--- src/bam_pkg.sv ---
// Constants for the per-hart address-match breakpoint unit.
// Assumes CSR numbers and access-kind bit order are shared with the hart pipeline.
package bam_pkg;
    // ------------------------------------------------------------
    // Sizes
    // ------------------------------------------------------------
    localparam int unsigned BAM_NTRIG = 2;
    localparam int unsigned BAM_MASKMAX = 31;

    // ------------------------------------------------------------
    // CSR numbers of the select register and the three data words
    // ------------------------------------------------------------
    localparam logic [11:0] BAM_CSR_SELECT = 12'h7a0;
    localparam logic [11:0] BAM_CSR_WORD1 = 12'h7a1;
    localparam logic [11:0] BAM_CSR_WORD2 = 12'h7a2;
    localparam logic [11:0] BAM_CSR_WORD3 = 12'h7a3;

    // ------------------------------------------------------------
    // Field positions of the control word
    // ------------------------------------------------------------
    localparam int unsigned BAM_F_LOAD = 0;
    localparam int unsigned BAM_F_STORE = 1;
    localparam int unsigned BAM_F_FETCH = 2;
    localparam int unsigned BAM_F_USER = 3;
    localparam int unsigned BAM_F_SUPV = 4;
    localparam int unsigned BAM_F_MACH = 6;
    localparam int unsigned BAM_F_MATCH = 7;
    localparam int unsigned BAM_F_CHAIN = 11;
    localparam int unsigned BAM_F_ACTION = 12;
    localparam int unsigned BAM_F_MASKMAX = 21;
    localparam int unsigned BAM_F_DMODE = 27;
    localparam int unsigned BAM_F_KIND = 28;

    // ------------------------------------------------------------
    // Field values and reset values
    // ------------------------------------------------------------
    localparam logic [3:0] BAM_KIND_ADDR = 4'h2;
    localparam logic [5:0] BAM_ACT_EXC = 6'h00;
    localparam logic [5:0] BAM_ACT_DBG = 6'h01;
    localparam logic [3:0] BAM_MATCH_EQ = 4'h0;
    localparam logic [3:0] BAM_MATCH_NAPOT = 4'h1;
    localparam logic [3:0] BAM_MATCH_GE = 4'h2;
    localparam logic [3:0] BAM_MATCH_LT = 4'h3;
    localparam logic [31:0] BAM_RST_ADDR = 32'h0000_0000;
    localparam logic [31:0] BAM_CAUSE_BKPT = 32'h0000_0003;

    // ------------------------------------------------------------
    // Privilege codes and access-kind bits from the pipeline
    // ------------------------------------------------------------
    localparam logic [1:0] BAM_PRIV_U = 2'h0;
    localparam logic [1:0] BAM_PRIV_S = 2'h1;
    localparam logic [1:0] BAM_PRIV_M = 2'h3;
    localparam int unsigned BAM_ACC_LOAD = 0;
    localparam int unsigned BAM_ACC_STORE = 1;
    localparam int unsigned BAM_ACC_FETCH = 2;
endpackage : bam_pkg

--- src/bam_breakpoint_match.sv ---
// Per-hart hardware breakpoint unit: CSR-indexed triggers, address compare, trap request.
// Assumes the hart holds a checked access until the registered answer one cycle later.
// Operation
// RULE1: action 0 exception, 1 debug entry only
// RULE2: load/store/fetch bits qualify access kind
// RULE3: M/S/U bits qualify current privilege
// RULE4: 4-bit legalised match kind field
// RULE5: trailing ones then zero give range
// RULE6: 6-bit read-only maskmax field
// RULE7: largest range compares only bit 31
// RULE8: chained pair bounds arbitrary range
// RULE9: code 2 ge, 3 lt, chain gates
// RULE10: compare address full-width read/write
// RULE11: trap raised before access completes
// RULE12: hardware misaligned: any byte in range
// RULE13: emulated halves each checked separately
// RULE14: debug trap leaves machine registers alone
// RULE15: machine trap writes cause and address
// RULE16: debug-owned trigger reads kind 0
// RULE17: kind field reads 2
// RULE18: machine access to debug trigger illegal
// RULE19: two breakpoints per hart
// RULE20: select index picks trigger for data CSRs
// RULE21: address, kind, privilege checked together
`timescale 1ns/1ps
module bam_breakpoint_match #(
    parameter int unsigned NTRIG = bam_pkg::BAM_NTRIG,
    parameter int unsigned MASKMAX = bam_pkg::BAM_MASKMAX,
    parameter bit MISALIGN_HW = 1'b1
) (
    // Clock and reset
    input wire logic mclk,
    input wire logic rstn,
    // CSR access port
    input wire logic csr_req,
    input wire logic csr_we,
    input wire logic [11:0] csr_addr,
    input wire logic [31:0] csr_wdata,
    input wire logic csr_dbg,
    output logic csr_ack,
    output logic [31:0] csr_rdata,
    output logic csr_illegal,
    // Access under check from the pipeline
    input wire logic acc_valid,
    input wire logic [2:0] acc_kind,
    input wire logic [31:0] acc_addr,
    input wire logic [1:0] acc_size,
    input wire logic [1:0] acc_priv,
    input wire logic hart_dbg,
    // Trap request
    output logic bp_exc,
    output logic bp_dbg,
    output logic [((NTRIG > 1) ? $clog2(NTRIG) : 1)-1:0] bp_which,
    output logic cause_we,
    output logic [31:0] cause,
    output logic [31:0] badaddr
);
    import bam_pkg::*;

    localparam int unsigned TW = (NTRIG > 1) ? $clog2(NTRIG) : 1;
    // Range mask never reaches bit 31, which always takes part
    localparam logic [31:0] NAPOT_LIM = 32'((64'h1 << MASKMAX) - 64'h1);

    // ------------------------------------------------------------
    // Reset release
    // ------------------------------------------------------------
    logic rst_s1_r;
    logic rst_s2_r;

    always_ff @(posedge mclk or negedge rstn) begin
        if (!rstn) begin
            rst_s1_r <= 1'b0;
            rst_s2_r <= 1'b0;
        end else begin
            rst_s1_r <= 1'b1;
            rst_s2_r <= rst_s1_r;
        end
    end

    // ------------------------------------------------------------
    // Trigger state
    // ------------------------------------------------------------
    logic [TW-1:0] sel_r;
    logic [NTRIG-1:0] ld_r, st_r, fe_r, pu_r, ps_r, pm_r;
    logic [NTRIG-1:0] chain_r, act_r, dmode_r;
    logic [3:0] match_r [NTRIG];
    logic [31:0] addr_r [NTRIG];

    // ------------------------------------------------------------
    // CSR decode
    // ------------------------------------------------------------
    logic is_sel, is_w1, is_w2, is_w3, is_data, lock, wr_ok;

    assign is_sel = csr_addr == BAM_CSR_SELECT;
    assign is_w1 = csr_addr == BAM_CSR_WORD1;
    assign is_w2 = csr_addr == BAM_CSR_WORD2;
    assign is_w3 = csr_addr == BAM_CSR_WORD3;
    assign is_data = is_w1 | is_w2 | is_w3;
    // Machine mode loses sight of a debug-owned trigger
    assign lock = dmode_r[sel_r] & ~csr_dbg; // RULE18
    assign wr_ok = csr_req & csr_we & ~lock;

    // Index holds only implemented triggers
    always_ff @(posedge mclk or negedge rst_s2_r) begin
        if (!rst_s2_r) begin
            sel_r <= '0;
        end else if (csr_req && csr_we && is_sel && csr_wdata < 32'(NTRIG)) begin
            sel_r <= csr_wdata[TW-1:0]; // RULE20
        end
    end

    // ------------------------------------------------------------
    // Per-trigger registers and compare
    // ------------------------------------------------------------
    logic [NTRIG-1:0] raw, fire;
    logic [31:0] acc_hi;

    // Highest byte touched, so a straddling access still hits
    assign acc_hi = MISALIGN_HW ? acc_addr + ((32'h1 << acc_size) - 32'h1) : acc_addr; // RULE12

    genvar gi;
    generate
        // One register set and comparator per trigger
        for (gi = 0; gi < NTRIG; gi++) begin : g_trig // RULE19
            logic wsel, dm_new, kind_ok, priv_ok, cmp;
            logic [3:0] mt;
            logic [31:0] mask, base, top;

            assign wsel = wr_ok && sel_r == TW'(gi);
            assign dm_new = csr_dbg ? csr_wdata[BAM_F_DMODE] : dmode_r[gi];
            assign mt = csr_wdata[BAM_F_MATCH +: 4];

            always_ff @(posedge mclk or negedge rst_s2_r) begin
                if (!rst_s2_r) begin
                    {ld_r[gi], st_r[gi], fe_r[gi]} <= 3'h0;
                    {pu_r[gi], ps_r[gi], pm_r[gi]} <= 3'h0;
                    chain_r[gi] <= 1'b0;
                    act_r[gi] <= 1'b0;
                    dmode_r[gi] <= 1'b0;
                    match_r[gi] <= BAM_MATCH_EQ;
                end else if (wsel && is_w1) begin
                    ld_r[gi] <= csr_wdata[BAM_F_LOAD]; // RULE2
                    st_r[gi] <= csr_wdata[BAM_F_STORE];
                    fe_r[gi] <= csr_wdata[BAM_F_FETCH];
                    pu_r[gi] <= csr_wdata[BAM_F_USER]; // RULE3
                    ps_r[gi] <= csr_wdata[BAM_F_SUPV];
                    pm_r[gi] <= csr_wdata[BAM_F_MACH];
                    // Unsupported kinds fall back to exact match
                    if (mt > BAM_MATCH_LT || (mt == BAM_MATCH_NAPOT && MASKMAX == 0)) begin
                        match_r[gi] <= BAM_MATCH_EQ; // RULE4
                    end else begin
                        match_r[gi] <= mt;
                    end
                    chain_r[gi] <= (gi < NTRIG - 1) ? csr_wdata[BAM_F_CHAIN] : 1'b0;
                    // Debug entry is only legal on a debug-owned trigger
                    act_r[gi] <= csr_wdata[BAM_F_ACTION +: 6] == BAM_ACT_DBG && dm_new; // RULE1
                    dmode_r[gi] <= dm_new;
                end
            end

            always_ff @(posedge mclk or negedge rst_s2_r) begin
                if (!rst_s2_r) begin
                    addr_r[gi] <= BAM_RST_ADDR;
                end else if (wsel && is_w2) begin
                    addr_r[gi] <= csr_wdata; // RULE10
                end
            end

            // Trailing ones plus the first zero are the size code, not address
            assign mask = (addr_r[gi] ^ (addr_r[gi] + 32'h1)) & NAPOT_LIM; // RULE5 RULE7
            assign base = addr_r[gi] & ~mask;
            assign top = base | mask;

            always_comb begin
                unique case (match_r[gi])
                    BAM_MATCH_EQ: cmp = acc_hi >= addr_r[gi] && acc_addr <= addr_r[gi];
                    BAM_MATCH_NAPOT: cmp = acc_hi >= base && acc_addr <= top; // RULE5
                    BAM_MATCH_GE: cmp = acc_hi >= addr_r[gi]; // RULE9
                    BAM_MATCH_LT: cmp = acc_addr < addr_r[gi]; // RULE9
                    default: cmp = 1'b0;
                endcase
            end

            assign kind_ok = (acc_kind[BAM_ACC_LOAD] & ld_r[gi]) | (acc_kind[BAM_ACC_STORE] & st_r[gi])
                | (acc_kind[BAM_ACC_FETCH] & fe_r[gi]); // RULE2

            always_comb begin
                unique case (acc_priv)
                    BAM_PRIV_U: priv_ok = pu_r[gi]; // RULE3
                    BAM_PRIV_S: priv_ok = ps_r[gi];
                    BAM_PRIV_M: priv_ok = pm_r[gi];
                    default: priv_ok = 1'b0;
                endcase
            end

            // Each emulated half arrives as its own access and is checked alone
            assign raw[gi] = acc_valid & ~hart_dbg & cmp & kind_ok & priv_ok; // RULE21 RULE13

            // A chained trigger defers to its neighbour, which needs both to match
            if (gi == 0) begin : g_first
                assign fire[gi] = raw[gi] & ~chain_r[gi];
            end else begin : g_next
                assign fire[gi] = raw[gi] & ~chain_r[gi] & (~chain_r[gi-1] | raw[gi-1]); // RULE8 RULE9
            end
        end
    endgenerate

    // ------------------------------------------------------------
    // CSR read and answer
    // ------------------------------------------------------------
    logic [31:0] rd_nxt;
    logic [31:0] ctl_word;

    // Control word of the selected trigger; timing and select read 0
    always_comb begin
        ctl_word = '0;
        ctl_word[BAM_F_LOAD] = ld_r[sel_r];
        ctl_word[BAM_F_STORE] = st_r[sel_r];
        ctl_word[BAM_F_FETCH] = fe_r[sel_r];
        ctl_word[BAM_F_USER] = pu_r[sel_r];
        ctl_word[BAM_F_SUPV] = ps_r[sel_r];
        ctl_word[BAM_F_MACH] = pm_r[sel_r];
        ctl_word[BAM_F_MATCH +: 4] = match_r[sel_r];
        ctl_word[BAM_F_CHAIN] = chain_r[sel_r];
        ctl_word[BAM_F_ACTION +: 6] = act_r[sel_r] ? BAM_ACT_DBG : BAM_ACT_EXC;
        ctl_word[BAM_F_MASKMAX +: 6] = 6'(MASKMAX); // RULE6
        ctl_word[BAM_F_DMODE] = dmode_r[sel_r];
        ctl_word[BAM_F_KIND +: 4] = BAM_KIND_ADDR; // RULE17
    end

    // Locked and reserved words read as zero
    always_comb begin
        rd_nxt = '0;
        if (is_sel) begin
            rd_nxt = 32'(sel_r);
        end else if (is_w1 && !lock) begin
            rd_nxt = ctl_word; // RULE16
        end else if (is_w2 && !lock) begin
            rd_nxt = addr_r[sel_r];
        end
    end

    // Answer, data and refusal all stand for one cycle
    always_ff @(posedge mclk or negedge rst_s2_r) begin
        if (!rst_s2_r) begin
            csr_ack <= 1'b0;
            csr_rdata <= '0;
            csr_illegal <= 1'b0;
        end else begin
            csr_ack <= csr_req & (is_sel | is_data);
            csr_rdata <= csr_req ? rd_nxt : '0;
            csr_illegal <= csr_req & is_data & lock; // RULE18
        end
    end

    // ------------------------------------------------------------
    // Trap request
    // ------------------------------------------------------------
    logic any_dbg, any_exc;
    logic [TW-1:0] which_nxt;

    // Debug entry outranks an exception raised in the same cycle
    assign any_dbg = |(fire & act_r);
    assign any_exc = |(fire & ~act_r) & ~any_dbg;

    // Lowest trigger of the winning action is reported
    always_comb begin
        which_nxt = '0;
        for (int i = NTRIG - 1; i >= 0; i--) begin
            if (fire[i] && (act_r[i] || !any_dbg)) begin
                which_nxt = TW'(i);
            end
        end
    end

    // Trap pulses answer the access taken at the previous edge
    always_ff @(posedge mclk or negedge rst_s2_r) begin
        if (!rst_s2_r) begin
            bp_exc <= 1'b0;
            bp_dbg <= 1'b0;
            bp_which <= '0;
        end else begin
            bp_dbg <= any_dbg; // RULE1 RULE11
            bp_exc <= any_exc; // RULE1 RULE11
            bp_which <= which_nxt;
        end
    end

    // Debug entry never touches the machine trap registers
    always_ff @(posedge mclk or negedge rst_s2_r) begin
        if (!rst_s2_r) begin
            cause_we <= 1'b0;
            cause <= '0;
            badaddr <= '0;
        end else begin
            cause_we <= any_exc; // RULE14 RULE15
            if (any_exc) begin
                cause <= BAM_CAUSE_BKPT; // RULE15
                badaddr <= acc_addr;
            end
        end
    end
endmodule : bam_breakpoint_match

--- config.mk ---
export PLATFORM = sky130hd
export DESIGN_NAME = bam_breakpoint_match
export DESIGN_NICKNAME = d
export VERILOG_FILES = /design/src/bam_pkg.sv /design/src/bam_breakpoint_match.sv
export SDC_FILE = /design/constraint.sdc
export NUM_CORES = 1
export LEC_CHECK = 0
export BUFFER_PORTS_ARGS = -buffer_cell sky130_fd_sc_hd__buf_2
export CAP_MARGIN = 10
export CORE_ASPECT_RATIO = 0.9
export CORE_MARGIN = 5
export CORE_UTILIZATION = 45
export CTS_CLUSTER_DIAMETER = 100
export DETAILED_ROUTE_END_ITERATION = 10
export SYNTH_ARGS = -nofsm -noshare
export SYNTH_HDL_FRONTEND = slang
export SYNTH_SLANG_ARGS = --single-unit
--- constraint.sdc ---
create_clock -name mclk -period 9.9 [get_ports mclk]
set_input_delay 0 -clock mclk [delete_from_list [all_inputs] [get_ports mclk]]
set_output_delay 0 -clock mclk [all_outputs]
set_load 0.1 [all_outputs]
After elaboration in Yosys (flattened, before gate mapping). Cells that the tools add are included.

Bits in registers: 162. Memory bits (read-only): 0. Memory bits (writable): 0. Memories kept: 0. Input port bits: 90. Bits in latches: 0.

Shift operators: 1. Multiply operators: 0. Divide/modulo/power cells: 0. Multiplexer cells: 38. Bitwise operators: 48. Eq/ne operators: 13. Reductions and logical operators: 28. Add/subtract/negate cells: 4. Magnitude comparators: 14.

Operators with widths (count): 32-bit two-way mux (7); 32-bit greater-or-equal comparator (4); 32-bit <= comparator (4); 32-bit bitwise AND (2); 32-bit < comparator (2); 31-bit NOT with 32-bit output (2); 32-bit by 31-bit OR with 32-bit output (2); 31-bit by 1-bit adder with 31-bit output, second input constant (2); 31-bit XOR (2); 12-bit by 11-bit == test with 1-bit output, second input constant (4); 32-bit adder (1); 32-bit by 2-bit < comparator with 1-bit output, second input constant (1); 1-bit by 2-bit left shift with 32-bit output, first input constant (1); 32-bit by 1-bit subtractor with 32-bit output, second input constant (1); 1-bit two-way mux (23); 1-bit bitwise AND (22); 1-bit logical AND (19); 4-bit by 2-bit == test with 1-bit output, second input constant (4); 4-bit two-way mux (4); 4-bit by 1-bit == test with 1-bit output, second input constant (2); 4-bit zero test (2); 1-bit OR (8); 1-bit case mux with 4 select lines (2); 6-bit by 1-bit == test with 1-bit output, second input constant (1); other kinds (14) (24).

Longest topological paths before layout.
Depth in word-level cells: 20. Gate-level depth with buffers: 27. Mapped depth without buffers: 26.

Worst setup path before layout. OpenSTA, ideal clock, no wires.

Path type: input -> register. Start: input acc_size[0]. End: register badaddr[10]. Data arrival time: 5698 ps. Buffers on the path: 1. Stages on the path: 26. Slack: 4076 ps. Cells stage by stage: nand2b_1 -> ha_1 -> inv_1 -> ha_1 -> a211o_1 -> a21oi_2 -> nor4_2 -> or2_2 -> a31oi_1 -> o21ai_0 -> a221o_1 -> and3_1 -> nor2b_1 -> o311ai_0 -> ha_1 -> o21ai_0 -> a21oi_1 -> a221o_1 -> a2111o_1 -> nor3_1 -> o31ai_1 -> a32oi_2 -> a211oi_1 -> o211ai_4 -> buf_12 -> mux2_4.

Cells in the longest elaborated chain, start to end: 15. Elaborated cells between the ends (all ways): 28. Those cells by class: add/sub (2); order compare (4); shift (1); mux (2); bitwise (13); reduce/logical (6).

RTL lines: from (decl) (RTL line bam_breakpoint_match.sv:47) `input wire logic [1:0] acc_size,`; 1-bit by 2-bit left shift with 32-bit output (*) (RTL line bam_breakpoint_match.sv:119) `assign acc_hi = MISALIGN_HW ? acc_addr + ((32'h1 << acc_size) - 32'h1) : acc_addr;`; 32-bit by 1-bit subtractor with 32-bit output (*) (RTL line bam_breakpoint_match.sv:119); 32-bit adder (*) (RTL line bam_breakpoint_match.sv:119); 32-bit greater-or-equal comparator, on equally long branches (RTL line bam_breakpoint_match.sv:177, bam_breakpoint_match.sv:176, bam_breakpoint_match.sv:178); 1-bit logical AND, on equally long branches (RTL line bam_breakpoint_match.sv:177, bam_breakpoint_match.sv:176); 1-bit case mux with 4 select lines (RTL line bam_breakpoint_match.sv:175) `unique case (match_r[gi])`; 1-bit bitwise AND (3 in a row) (RTL line bam_breakpoint_match.sv:197) `assign raw[gi] = acc_valid & ~hart_dbg & cmp & kind_ok & priv_ok;`; 1-bit OR (RTL line bam_breakpoint_match.sv:203) `assign fire[gi] = raw[gi] & ~chain_r[gi] & (~chain_r[gi-1] | raw[gi-1]);`; 1-bit bitwise AND (RTL line bam_breakpoint_match.sv:203); 2-bit bitwise AND (RTL line bam_breakpoint_match.sv:263) `assign any_dbg = |(fire & act_r);`; 2-bit OR reduction (RTL line bam_breakpoint_match.sv:263); 1-bit NOT (RTL line bam_breakpoint_match.sv:264) `assign any_exc = |(fire & ~act_r) & ~any_dbg;`; 1-bit bitwise AND (*) (RTL line bam_breakpoint_match.sv:264); to (signal assigned) (RTL line bam_breakpoint_match.sv:299) `badaddr <= acc_addr;`; to (decl) (RTL line bam_breakpoint_match.sv:56) `output logic [31:0] badaddr`.

Every way passes the cells marked *; elsewhere a longest branch is shown, timed or not. A chain may end at the register's enable or synchronous reset.

Worst setup path in the final report.
Start: input acc_addr[2]. End: register badaddr[2].

Cells in the longest elaborated chain, start to end: 13. Elaborated cells between the ends (all ways): 32. Those cells by class: add/sub (1); order compare (10); mux (2); bitwise (13); reduce/logical (6).

RTL lines: from (decl) (RTL line bam_breakpoint_match.sv:46) `input wire logic [31:0] acc_addr,`; 32-bit adder (RTL line bam_breakpoint_match.sv:119); 32-bit greater-or-equal comparator, on equally long branches (RTL line bam_breakpoint_match.sv:177, bam_breakpoint_match.sv:176, bam_breakpoint_match.sv:178); 1-bit logical AND, on equally long branches (RTL line bam_breakpoint_match.sv:177, bam_breakpoint_match.sv:176); 1-bit case mux with 4 select lines (RTL line bam_breakpoint_match.sv:175); 1-bit bitwise AND (3 in a row) (RTL line bam_breakpoint_match.sv:197); 1-bit OR (RTL line bam_breakpoint_match.sv:203); 1-bit bitwise AND (RTL line bam_breakpoint_match.sv:203); 2-bit bitwise AND (RTL line bam_breakpoint_match.sv:263); 2-bit OR reduction (RTL line bam_breakpoint_match.sv:263); 1-bit NOT (RTL line bam_breakpoint_match.sv:264); 1-bit bitwise AND (RTL line bam_breakpoint_match.sv:264).

Parallel ways exist; a longest one is shown, timed or not.

==> results.py <==
metrics = {
    "logic_synthesis": {
        "ys.flop_type": "dfrtp_1",
        "synth-edff-count": 0,
        "avgSynthCellArea_um2": 8.73,
        "synth_most_common_cell": "ha_1",
        "syn-cell-area_um2": 15200,
        "synth_compound_area_share_pct": 19.7,
        "synthArstFlopShare_pct": 100,
        "yosysWarnings": 0,
        "synthSimpleGateAreaFrac_pct": 16.2,
        "synth_top_family_by_area": "adder cells",
        "synth.area.top_cells": "dfrtp_1 (27%), ha_1 (23%), o21ai_0 (5.3%)",
        "netlist_instances": 1740,
        "ys_ff_latch": 162,
        "ys_seq_area_share_pct": 26.7,
        "synth.distinct_cells": 83,
        "synthMuxAreaShare_pct": 6.71,
        "synthXorXnorAreaFrac_pct": 1.56,
        "synth_top_area_share_pct": 26.7,
        "synth_top_area_cell": "dfrtp_1",
        "yosys-top-cells-count": "ha_1 (280), nand2_1 (181), dfrtp_1 (162)",
        "synthAdderAreaFrac_pct": 23.2,
    },
    "global_routing": {
        "grt_max_degree": 64,
        "gr-total-overflow": 0,
        "grt_pass1_wl_mm": 82.7,
        "antenna_found_initial": 1,
        "first_global_vias": 13700,
        "track_usage_pct": 29.0,
    },
    "clock_tree": {
        "cts_max_path_buffers": 2,
        "clk_pin_slew_ns": 0.07,
        "clock-sinks": 162,
        "cts_inserted_buffers": 17,
        "post_cts_resized": 0,
        "htreeDepth": 4,
        "postCtsHoldBufs": 74,
        "insertion_delay_ns": 0.48,
        "cts-root-buf": "clkbuf_16",
        "tritoncts": "built",
        "postCtsSetupRepairBufs": 0,
    },
    "timing": {
        "setup_tns_ns": 0,
        "finalCritPeriodShare_pct": 77.3,
        "max_slew_margin_pct": 21.0,
        "final.min_clock_period_ns": 7.65,
        "drv_slew": 0,
        "fmax_mhz": 131,
        "hold_viol_final": 0,
        "rsz0062_at_grt": "false",
        "setup_viol": 0,
        "final.setup_skew_ns": 0.0149,
        "tightestPinTransition_ns": 1.17,
    },
    "layout": {
        "drive_above_1_share_pct": 14.2,
        "final_cells": 2401,
        "area_growth_pct": 16.2,
        "nNetsFinal": 2337,
        "diodes": 0,
    },
    "power": {
        "seqPwrFrac_pct": 36.2,
        "p_int_w": 0.00121,
        "vdd_drop_max_mv": 0.169,
        "p_sw_w": 0.000640,
        "power.leakage_nw": 9.56,
        "p_comb_share_pct": 25.6,
        "p_clk_share_pct": 38.3,
        "swShare_pct": 34.7,
        "powerDensity_nw_per_um2": 105,
    },
    "die": {
        "start_util_pct": 45.9,
        "num_io_pins": 192,
        "dieHeight_um": 184,
        "row_count": 63,
        "die_w_um": 204,
        "die_area_um2": 37500,
        "core_um2": 33100,
    },
    "worst_setup_path": {
        "end_kind": "flop",
        "r2r_cells": 21,
        "worstPathRequired_ns": 10.26,
        "worst-setup-path-type": "in2reg",
        "crit_fanout": 21,
        "cp_data_arrival_time_ns": 8.01,
        "worstSetupStartpointType": "input pin",
        "rrSetupSlack_ns": 2.59,
        "r2r_start": "addr_r[43]",
        "r2r-end": "badaddr[2]",
    },
    "flow_run": {
        "maxCapViolCount": 0,
    },
    "route": {
        "drt_pass1_iterations": 5,
        "antenna_left": 0,
        "wl_mm": 54.9,
        "drc": 0,
        "wl_per_cell_um": 22.9,
        "avgViaCountPerCell": 5.91,
        "drt_iter0_drc": 1274,
        "vias": 14200,
    },
    "min_path": {
        "hp-class": "in2reg",
        "min_from": "csr_we",
        "hold_depth": 4,
        "hold-path-endpoint": "act_r[0]",
    },
    "outcome": {
        "outcome": "completed",
    },
    "place": {
        "hpwl_mm": 43.4,
        "io_buffers": 161,
        "gp_congestion": 0.961,
        "dp_cells": 2295,
    },
}
-- logic make-up after synthesis --
kind of cell | Yosys count
mux | 85
compound gates | 476
flops | 162
fa+ha+maj | 281
buf+inv | 193
simple gates | 514
xor+xnor | 27
other cells | 2
-- critical path, stage by stage --
cell and delay (ns):
dlygate4sd3_1 0.52, buf_2 0.19, inv_1 0.06, ha_1 0.27, inv_1 0.06, ha_1 0.31
a211o_1 0.30, a21oi_2 0.23, nor4_2 0.09, or2_2 0.38, a31oi_1 0.23, o21ai_0 0.18
a221o_1 0.42, and3_1 0.22, nor2b_1 0.24, o311ai_0 0.38, ha_1 0.45, o21ai_0 0.17
a21oi_1 0.09, a221o_1 0.37, a2111o_1 0.41, nor3_1 0.15, o31ai_1 0.13, a32oi_2 0.40
a211oi_1 0.14, o211ai_4 0.67, buf_4 0.55, mux2_2 0.39
-- how the worst max path moves through the flow --
| stage | startpoint | depth (start not counted) | to |
|---|---|---|---|
| final | acc_addr[2] | 28 | badaddr[2] |
| after global routing | acc_addr[2] | 28 | badaddr[1] |
| after CTS | acc_addr[2] | 28 | badaddr[2] |
| after detailed placement | acc_size[0] | 27 | badaddr[2] |
| after global placement | acc_size[0] | 27 | badaddr[0] |
| after floorplan | acc_size[0] | 26 | badaddr[10] |
-- cell usage in the layout (no fill, tap or decap), types with 19 or more instances in the layout --
| master | synthesis | layout |
|---|---|---|
| dlygate4sd3_1 | 0 | 74 |
| a31oi_1 | 23 | 23 |
| a21oi_1 | 126 | 126 |
| nand2_1 | 181 | 181 |
| mux2_4 | 28 | 28 |
| ha_1 | 280 | 280 |
| nor2_1 | 121 | 120 |
| inv_1 | 126 | 126 |
| nor3_1 | 35 | 35 |
| nand3_1 | 33 | 33 |
| nand4_1 | 38 | 38 |
| xnor2_1 | 21 | 21 |
| o21ai_0 | 161 | 161 |
| mux2i_1 | 35 | 35 |
| a21o_1 | 45 | 45 |
| dfrtp_1 | 162 | 160 |
| mux2_2 | 22 | 22 |
| buf_2 | 2 | 161 |
| a211oi_1 | 19 | 19 |
| conb_1 | 2 | 31 |
-- cell type report --
type,count,area (um2)
flip-flops and latches,162,4060
inverters,126,473
repair buffers,245,1620
clock inverters,14,173
well taps,422,528
fillers,3134,15500
clock buffers,18,429
multi-input cells,1414,10400
-- sequential cells by signal, summed over array words and instances (netlist names), 8 cells and up --
register	count
addr_r	64
csr_rdata	32
match_r	8
badaddr	32
-- power by group through the flow --
| stage | registers, W | clock network [W] | logic, W |
|---|---|---|---|
| final | 0.000667 | 0.000706 | 0.000472 |
| after global routing | 0.000668 | 0.000742 | 0.000521 |
| after CTS | 0.000668 | 0.000718 | 0.000465 |
| after detailed placement | 0.000681 | 0 | 0.000440 |
| after global placement | 0.000681 | 0 | 0.000436 |
| after floorplan | 0.000686 | 0 | 0.000304 |
-- per-stage QoR --
stage / hold slack, ns / worst slack (ns) / total power [W] / utilization [%] / cell area (um2)
after floorplan: -0.296 / 4.08 / 0.000989 / - / 15300
after global placement: -0.213 / 2.48 / 0.00112 / 49.2 / 16300
after detailed placement: -0.212 / 2.33 / 0.00112 / 49.2 / 16300
after CTS: 0.165 / 2.30 / 0.00185 / 53.3 / 17600
after global routing: 0.239 / 1.82 / 0.00193 / 53.3 / 17600
final: 0.197 / 2.25 / 0.00185 / 53.3 / 17600
-- per-layer routing --
metal / vias to the layer above / wire (um) / global-route usage [%]
met4: 2 / 796 / 5.45
met2: 505 / 23700 / 44.3
met1: 6860 / 26300 / 42.8
met5: - / 8 / 0
met3: 52 / 4100 / 6.09
li1: 6781 / - / -
(Power assumes the default switching activity.)
